## src/common/sca_pkg.sv

```systemverilog
/*
  Constants for the type-A switched-capacitor control register bank:
  register offsets, field positions, reset values and encodings.
  Assumes an 8-bit register port whose address ignores the bank select.
*/
// How it works
// - c path cap size field is an unsigned count of 0 to 31 units
// - second control registers sit at 82h 8Ah 96h 9Eh in either bank
// - third control registers sit at 83h 8Bh 97h 9Fh in either bank
// - power level field resets to zero so every block starts off
// - power codes: 00 off, 01 low, 10 medium, 11 high bias
// - reference select bits 7:6: ground, high, low, comparator driven
// - comparator driven reference picks high when comparator high, else low
// - integrator feedback gate cleared holds that switch off always
// - gate set: switch on always, or only in phase two with offset null
// - ground feedback gate set enables ground switch only during phase one
// - b input select bits 3:2 pick one of four per-block sources
// - offset null bit 5 enables shorting switch during phase one only
// - bit 6 of second control gates drive onto comparator bus
// - comparator sampled at phase one rise, held through phase two
package sca_pkg;
  // -------------------------------------------------------------------------
  // register map
  // -------------------------------------------------------------------------
  localparam int NUM_BLK = 4;
  localparam logic [7:0] ADDR_BLK10_CTRL2 = 8'h82;
  localparam logic [7:0] ADDR_BLK10_CTRL3 = 8'h83;
  localparam logic [7:0] ADDR_BLK12_CTRL2 = 8'h8A;
  localparam logic [7:0] ADDR_BLK12_CTRL3 = 8'h8B;
  localparam logic [7:0] ADDR_BLK21_CTRL2 = 8'h96;
  localparam logic [7:0] ADDR_BLK21_CTRL3 = 8'h97;
  localparam logic [7:0] ADDR_BLK23_CTRL2 = 8'h9E;
  localparam logic [7:0] ADDR_BLK23_CTRL3 = 8'h9F;
  localparam logic [7:0] RST_CTRL2 = 8'h00;
  localparam logic [7:0] RST_CTRL3 = 8'h00;
  localparam logic [7:0] RD_UNMAPPED = 8'h00;
  // -------------------------------------------------------------------------
  // field positions
  // -------------------------------------------------------------------------
  localparam int CR2_COMP_BIT = 6;
  localparam int CR2_NULL_BIT = 5;
  localparam int CR2_CAP_MSB = 4;
  localparam int CR3_REF_MSB = 7;
  localparam int CR3_REF_LSB = 6;
  localparam int CR3_INTEGRATOR_FEEDBACK_SWITCH_GATE_BIT = 5;
  localparam int CR3_GROUND_FEEDBACK_SWITCH_GATE_BIT = 4;
  localparam int CR3_BSEL_MSB = 3;
  localparam int CR3_BSEL_LSB = 2;
  localparam int CR3_PWR_MSB = 1;
  // -------------------------------------------------------------------------
  // encodings
  // -------------------------------------------------------------------------
  typedef enum logic [1:0] {
    SCA_REF_GND = 2'h0,
    SCA_REF_HIGH = 2'h1,
    SCA_REF_LOW = 2'h2,
    SCA_REF_COMP = 2'h3
  } sca_ref_t;
  typedef enum logic [1:0] {
    SCA_PWR_OFF = 2'h0,
    SCA_PWR_LOW = 2'h1,
    SCA_PWR_MED = 2'h2,
    SCA_PWR_HIGH = 2'h3
  } sca_pwr_t;
endpackage

```

## src/common/sca_cfg_if.sv

```systemverilog
/*
  Carrier for one block's two control bytes between bank and switch logic.
  Assumes the bank drives it and one switch module reads it.
*/
`timescale 1ns/1ps
interface sca_cfg_if;
  logic [7:0] ctrl2;
  logic [7:0] ctrl3;
  modport bank (output ctrl2, output ctrl3);
  modport sw (input ctrl2, input ctrl3);
endinterface

```

## src/rtl/sca_comp_latch.sv

```systemverilog
/*
  Comparator latch for one block: samples on the rise of phase one.
  Assumes phase inputs are synchronous levels of clk_i.
*/
`timescale 1ns/1ps
module sca_comp_latch (
  input wire logic clk_i,
  input wire logic rst_n_i,
  input wire logic phase_one_i,
  input wire logic comp_raw_i,
  output logic comp_o
);
  logic ph1_q;
  logic comp_q;
  wire ph1_rise = phase_one_i & ~ph1_q;
  // -------------------------------------------------------------------------
  // edge detect and latch
  // -------------------------------------------------------------------------
  // the latched value stays put through phase two so the mux never glitches
  always_ff @(posedge clk_i or negedge rst_n_i) begin
    if (!rst_n_i) begin
      ph1_q <= 1'b0;
      comp_q <= 1'b0;
    end else begin
      ph1_q <= phase_one_i;
      if (ph1_rise) begin
        comp_q <= comp_raw_i;
      end
    end
  end
  assign comp_o = comp_q;
endmodule

```

## src/rtl/sca_regs.sv

```systemverilog
/*
  Type-A switched-capacitor control register bank with per-block switch
  gating. Assumes a simple strobe port, data one cycle after the read
  strobe, and that the bank select bit is not part of the address.
*/
// Implementation choice: the address-and-strobe port.
`timescale 1ns/1ps
module sca_regs (
  input wire logic clk_i,
  input wire logic rst_n_i,
  input wire logic [7:0] addr_i,
  input wire logic [7:0] wdata_i,
  input wire logic wr_i,
  input wire logic rd_i,
  output logic [7:0] rdata_o,
  input wire logic phase_one_i,
  input wire logic phase_two_i,
  input wire logic [3:0] comp_raw_i,
  output logic [3:0] int_fb_sw_o,
  output logic [3:0] gnd_fb_sw_o,
  output logic [3:0] short_sw_o,
  output logic [3:0] comp_bus_en_o,
  output logic [7:0] ref_sel_o,
  output logic [7:0] b_input_select_o,
  output logic [7:0] power_o,
  output logic [19:0] cap_o,
  output logic [3:0] comp_latched_o
);
  localparam int N = sca_pkg::NUM_BLK;
  localparam logic [7:0] ADDR2 [N] = '{sca_pkg::ADDR_BLK10_CTRL2, sca_pkg::ADDR_BLK12_CTRL2,
    sca_pkg::ADDR_BLK21_CTRL2, sca_pkg::ADDR_BLK23_CTRL2};
  localparam logic [7:0] ADDR3 [N] = '{sca_pkg::ADDR_BLK10_CTRL3, sca_pkg::ADDR_BLK12_CTRL3,
    sca_pkg::ADDR_BLK21_CTRL3, sca_pkg::ADDR_BLK23_CTRL3};

  logic [7:0] ctrl2_q [N];
  logic [7:0] ctrl3_q [N];
  logic [7:0] rdata_q;
  logic [N-1:0] hit2;
  logic [N-1:0] hit3;
  logic [7:0] rd_mux;

  // -------------------------------------------------------------------------
  // decode and read select
  // -------------------------------------------------------------------------
  // one-hot hits; an address outside the map reads zero and writes nothing
  always_comb begin
    rd_mux = sca_pkg::RD_UNMAPPED;
    for (int i = 0; i < N; i++) begin
      hit2[i] = (addr_i == ADDR2[i]);
      hit3[i] = (addr_i == ADDR3[i]);
      if (hit2[i]) begin
        rd_mux = ctrl2_q[i];
      end
      if (hit3[i]) begin
        rd_mux = ctrl3_q[i];
      end
    end
  end

  // -------------------------------------------------------------------------
  // register storage
  // -------------------------------------------------------------------------
  // all bits clear at reset, so power sits at off until software writes it
  always_ff @(posedge clk_i or negedge rst_n_i) begin
    if (!rst_n_i) begin
      for (int i = 0; i < N; i++) begin
        ctrl2_q[i] <= sca_pkg::RST_CTRL2;
        ctrl3_q[i] <= sca_pkg::RST_CTRL3;
      end
    end else if (wr_i) begin
      for (int i = 0; i < N; i++) begin
        if (hit2[i]) begin
          ctrl2_q[i] <= wdata_i;
        end
        if (hit3[i]) begin
          ctrl3_q[i] <= wdata_i;
        end
      end
    end
  end

  // read data appear only in the cycle after the strobe
  always_ff @(posedge clk_i or negedge rst_n_i) begin
    if (!rst_n_i) begin
      rdata_q <= 8'h00;
    end else begin
      rdata_q <= rd_i ? rd_mux : 8'h00;
    end
  end
  assign rdata_o = rdata_q;

  // -------------------------------------------------------------------------
  // per-block switch logic
  // -------------------------------------------------------------------------
  for (genvar g = 0; g < N; g++) begin : g_blk
    sca_cfg_if cfg ();
    logic comp_l;
    assign cfg.ctrl2 = ctrl2_q[g];
    assign cfg.ctrl3 = ctrl3_q[g];
    sca_comp_latch u_latch (
      .clk_i(clk_i),
      .rst_n_i(rst_n_i),
      .phase_one_i(phase_one_i),
      .comp_raw_i(comp_raw_i[g]),
      .comp_o(comp_l)
    );
    sca_switch_ctl u_sw (
      .cfg(cfg),
      .phase_one_i(phase_one_i),
      .phase_two_i(phase_two_i),
      .comp_i(comp_l),
      .int_fb_sw_o(int_fb_sw_o[g]),
      .gnd_fb_sw_o(gnd_fb_sw_o[g]),
      .short_sw_o(short_sw_o[g]),
      .comp_bus_en_o(comp_bus_en_o[g]),
      .ref_sel_o(ref_sel_o[2*g +: 2]),
      .b_input_select_o(b_input_select_o[2*g +: 2]),
      .power_o(power_o[2*g +: 2]),
      .cap_o(cap_o[5*g +: 5])
    );
    assign comp_latched_o[g] = comp_l;
  end
endmodule

```

## src/rtl/sca_switch_ctl.sv

```systemverilog
/*
  Switch gating for one type-A block, pure combinational.
  Assumes non-overlapping phase levels and a latched comparator level.
*/
`timescale 1ns/1ps
module sca_switch_ctl (
  sca_cfg_if.sw cfg,
  input wire logic phase_one_i,
  input wire logic phase_two_i,
  input wire logic comp_i,
  output logic int_fb_sw_o,
  output logic gnd_fb_sw_o,
  output logic short_sw_o,
  output logic comp_bus_en_o,
  output logic [1:0] ref_sel_o,
  output logic [1:0] b_input_select_o,
  output logic [1:0] power_o,
  output logic [4:0] cap_o
);
  wire offset_null_enable = cfg.ctrl2[sca_pkg::CR2_NULL_BIT];
  wire int_gate = cfg.ctrl3[sca_pkg::CR3_INTEGRATOR_FEEDBACK_SWITCH_GATE_BIT];
  wire gnd_gate = cfg.ctrl3[sca_pkg::CR3_GROUND_FEEDBACK_SWITCH_GATE_BIT];
  wire [1:0] a_reference_select = cfg.ctrl3[sca_pkg::CR3_REF_MSB:sca_pkg::CR3_REF_LSB];
  // -------------------------------------------------------------------------
  // gated switches; no flops so they track phases with no added latency
  // -------------------------------------------------------------------------
  assign int_fb_sw_o = int_gate & (~offset_null_enable | phase_two_i);
  assign gnd_fb_sw_o = gnd_gate & phase_one_i;
  assign short_sw_o = offset_null_enable & phase_one_i;
  assign comp_bus_en_o = cfg.ctrl2[sca_pkg::CR2_COMP_BIT];
  // comparator mode resolves to high or low reference, never ground
  assign ref_sel_o = (a_reference_select == sca_pkg::SCA_REF_COMP) ?
    (comp_i ? sca_pkg::SCA_REF_HIGH : sca_pkg::SCA_REF_LOW) : a_reference_select;
  assign b_input_select_o = cfg.ctrl3[sca_pkg::CR3_BSEL_MSB:sca_pkg::CR3_BSEL_LSB];
  assign power_o = cfg.ctrl3[sca_pkg::CR3_PWR_MSB:0];
  assign cap_o = cfg.ctrl2[sca_pkg::CR2_CAP_MSB:0];
endmodule

```

## config.mk

```make
export PLATFORM = sky130hd
export DESIGN_NAME = sca_regs
export DESIGN_NICKNAME = d
export VERILOG_FILES = /design/src/common/sca_pkg.sv /design/src/common/sca_cfg_if.sv /design/src/rtl/sca_comp_latch.sv /design/src/rtl/sca_regs.sv /design/src/rtl/sca_switch_ctl.sv
export SDC_FILE = /design/constraint.sdc
export NUM_CORES = 1
export LEC_CHECK = 0
export BUFFER_PORTS_ARGS = -buffer_cell sky130_fd_sc_hd__clkbuf_2
export CORE_MARGIN = 2
export CORE_UTILIZATION = 58
export DETAILED_ROUTE_END_ITERATION = 10
export GPL_ROUTABILITY_DRIVEN = 0
export PLACE_DENSITY = 0.91
export SYNTH_ARGS = -nofsm -noshare
export SYNTH_HDL_FRONTEND = slang
export SYNTH_SLANG_ARGS = --single-unit
```

## constraint.sdc

```tcl
create_clock -name clk_i -period 3.2 [get_ports clk_i]
set_clock_uncertainty 0.1 [all_clocks]
set_input_delay 0.32 -clock clk_i [delete_from_list [all_inputs] [get_ports clk_i]]
set_output_delay 0.32 -clock clk_i [all_outputs]
set_load 0.02 [all_outputs]
```

# [Word level (Yosys, flattened, before mapping)]
# Cells that the tools add are included.
[totals] regBits=77 output_inout_bits=72 in_bits=26 wordCells=73
[op_classes] reduce_logical=8 n_bitwise=22 n_eq_ne=12 n_mux=17
[op_table] cell="$mux W8" count=9
[op_table] cell="$eq A8 B8 Y1 const B" count=8
[op_table] cell="$mux W2" count=8
[op_table] cell="$reduce_and A2 Y1" count=8
[op_table] cell="$and A1 B1 Y1" count=13
[op_table] cell="$eq A2 B2 Y1 const B" count=4
[op_table] cell="$not A1 Y1" count=5
[op_table] cell="$or A1 B1 Y1" count=4

# [Longest topological paths before layout]
[logic_depth] ltp_word=10 mapped_depth=6 depth_no_buf=4

# [Cells and area by module]
# A second synthesis with hierarchy kept.
[unflattened] hier_cells=315 hier_area_um2=4122.7
[by_module_without_submodules] mod="sca_regs" n_inst=1 cells_per_inst=231 area_each_um2=3337.0
[by_module_without_submodules] mod="sca_switch_ctl" n_inst=4 cells_per_inst=17 area_each_um2=117.6
[by_module_without_submodules] mod="sca_comp_latch" n_inst=4 cells_per_inst=4 area_each_um2=78.8

# [Least setup slack after synthesis]
# OpenSTA, ideal clock, no wires.
[synth_timing] path_type="input-to-reg" startpoint="in addr_i[6]" endpoint="reg ctrl2_q (netlist bit g_blk[0].cfg.ctrl2[0])" stages=6 required_time_ps=2975 slack_ps=1150 setup_time_ps=125 t_arrival_ps=1825 cell_sequence="nand4bb_2 -> or3_1 -> buf_2 -> or3_1 -> buf_6 -> mux2_4"
[synth_between] elab_chain_cells=2
[synth_rtl] element="start: declaration" line="sca_regs.sv:11" rtl="input wire logic [7:0] addr_i,"
[synth_rtl] element="$eq A8 B8 Y1" line="sca_regs.sv:49" rtl="hit2[i] = (addr_i == ADDR2[i]);"
[synth_rtl] element="$reduce_and A2 Y1 (no source line)"
[synth_rtl] element="end signal: indexed assignment" line="sca_regs.sv:67" rtl="ctrl2_q[i] <= sca_pkg::RST_CTRL2;"
[synth_rtl] element="end signal: indexed assignment" line="sca_regs.sv:73" rtl="ctrl2_q[i] <= wdata_i;"
[synth_rtl] element="end: declaration" line="sca_regs.sv:35" rtl="logic [7:0] ctrl2_q [N];"
# No other way between the ends.
# A chain may end at the register's enable or synchronous reset.

# [Final worst setup path]
[layout_timing] startpoint="in addr_i[1]" endpoint="reg ctrl2_q (netlist bit g_blk[3].cfg.ctrl2[4])"
# The elaborated chain is that of the path after synthesis.

==> out/results.ini <==
[timing]
min_period_ns = 2.24
tns_ns = 0
worstMarginPinSlew_ns = 0.944
whs_ns = 0.000754
hold_violations = 0
final.period_utilization_pct = 70.1
worst_slack_ns = 0.956
fmax_mhz = 446
rsz0062_at_grt = no
drv_slew = 0
timing.slew.headroom_pct = 37.1
setup_viol = 0

[finish]
synthToLayoutAreaGrowth_pct = 9.93
fin_cells = 481
utilization_pct = 66.5
final_common_cell = clkbuf_2
layout-drive-gt1-share_pct = 51.9
diodes = 0
nets = 407
layout_common_cells = clkbuf_2, dfrtp_1, mux2_2, nand2_1, mux2_4

[logic_synthesis]
yosys_warnings = 0
synth-main-ff-cell = dfrtp_1
yosys_register_bits = 77
syn_avg_cell_area_um2 = 12.2
ys_types = 38
synth_area_leaders = dfrtp_1, mux2_2, buf_4, mux2_4, a21boi_0
synthArstFlopShare_pct = 100
syn-cell-area_um2 = 4130
yosysTopAreaCell = dfrtp_1
yosys.area.top_type_share_pct = 46.6
syn-num-nets = 366
netlist_instances = 340
synth_edf_count = 0
seq_area_frac_synth_pct = 46.6

[clocking]
post_cts_buffers = 0
cts_resized = 0
cts_root_buffer = clkbuf_8
ctsHoldBuffers = 0
clkSinkCount = 77
cts_inserted_buffers = 9
ctsLongestPathBuffers = 2
cts_htree_levels = 3
clkLatencyLatePin_ns = 0.35
clk_pin_slew_ns = 0.08
cts_tree = built

[critical_path]
critical_path.endpoint_type = flop
reg2reg_from = g_blk[1].cfg.ctrl2[5]
crit_buf_inv = 1
max_stage_delay_ns = 0.84
cp-start-kind = input pin
crit_start = addr_i[1]
cp_data_arrival_time_ns = 2.38
worstSetupPathType = input pin to flop
critPathTopFamily = simple AND/OR/NAND/NOR gates
cp.required_ns = 3.33
crit_slowest_cell = nor3_2
crit_path_cell_trace = clkbuf_2 -> and4bb_2 -> nand3_1 -> nor3_2 -> mux2_2
critPathMaxFanout = 11

[die]
ios = 98
die_h_um = 88.4
rows = 30
initial_utilization_pct = 60.5
dieWidth_um = 88.4
dieArea_um2 = 7810
coreArea_um2 = 6830

[global_routing]
grt_pass1_vias = 2787
grt_max_degree = 41
antenna_found_initial = 0
grt_overflow = 0
track_usage_pct = 26.3
grt_pass1_wl_um = 15100

[hold_path]
hold_path.class = input pin to async pin

[detailed_routing]
vias_per_cell = 6.04
firstDrtPassIters = 5
num_vias = 2907
drt_wl_total_um = 9780
drc_errors = 0
ant_nets = 0
drtIter0Drc = 213
wire_per_inst_um = 20.3

[placement]
dp_slack_ns = 0.629
dp.cells = 466
port_buffers = 97
hpwl_um = 6780

[pwr]
peakVddDrop_uv = 251
p_per_area_nw_per_um2 = 502
p_leak_uw = 0.00234

[outcome]
status = completed

[job]
maxCapViolations = 0

==> registers in the layout, indices dropped and copies added (netlist names) <==
signal	cells
rdata_o	8
g_blk.u_latch.comp_o	4
g_blk.cfg.ctrl2	32
g_blk.u_latch.ph1_q	1
g_blk.cfg.ctrl3	32
==> synthesized netlist by cell type (all sizes together) (2+ instances only) <==
| library cell | number |
|---|---|
| a21boi | 12 |
| a21oi | 10 |
| a221oi | 3 |
| o21ai | 4 |
| a32oi | 4 |
| o221a | 3 |
| o311a | 2 |
| o221ai | 7 |
| a211o | 2 |
| inv | 8 |
| mux4 | 3 |
| nor3 | 6 |
| nor2 | 3 |
| or3 | 4 |
| and2 | 10 |
| buf | 63 |
| nor2b | 3 |
| o2bb2ai | 2 |
| nand2 | 19 |
| clkbuf | 7 |
| or2b | 3 |
| mux2 | 73 |
| o32ai | 3 |
| nand3 | 2 |
| dfrtp | 77 |
==> power breakdown <==
part	switching, uW	leakage (uW)	internal, uW	total, uW
sequential	41.2	0.00105	1020	1060
clock	343	0.000130	615	957
combinational	162	0.00116	103	264
total	545	0.00234	1740	2280
==> stage by stage <==
stage | instance area, um^2 | power [uW]
6_report | 4540 | 2280
5_1_grt | 4540 | 2360
3_5_place_dp | 4280 | 1340
4_1_cts | 4540 | 2280
2_1_floorplan | 4130 | 1270
3_3_place_gp | 4280 | 1330
==> kinds of logic (layout without fill, tap and decap cells) <==
kind of cell / Yosys count / after routing / synth area share, %
buffers and inverters: 78 / 123 / 12.6
muxes: 76 / 76 / 23.0
DFF: 77 / 77 / 46.6
AOI/OAI and AO/OA: 53 / 53 / 9.78
and+or+nand+nor: 56 / 56 / 7.97
==> routing by layer <==
metal | GRT usage, % | up-vias | part of all wire, % | routed length [um]
li1 | - | 1244 | - | -
met4 | 12.4 | 0 | 2.7 | 268
met5 | 0 | - | 0 | 0
met1 | 36.4 | 1454 | 41 | 3970
met2 | 39.4 | 182 | 47 | 4610
met3 | 6.44 | 27 | 9.5 | 925
==> worst paths after layout <==
kind                                            to  slack [ns]  depth (start not counted)
hold / removal               g_blk[1].cfg.ctrl3[1]      0.0008                          1
setup / recovery             g_blk[3].cfg.ctrl2[4]        0.96                          5
setup reg to reg                        rdata_o[5]        1.54                          4
min in group clk_i         g_blk[2].u_latch.comp_o        0.07                          3
max in group asynchronous    g_blk[3].cfg.ctrl2[4]        2.25                          2
hold reg to reg              g_blk[2].cfg.ctrl2[7]        0.42                          1
==> layout make-up <==
class	count	area, um^2
fill	518	2290
sequential	77	1930
multi-input combinational	185	1680
timing repair buffer	100	520
clock buffer	11	141
clock inverter	4	120
tap	96	120
inverter	8	30.0
(Power assumes the default switching activity.)
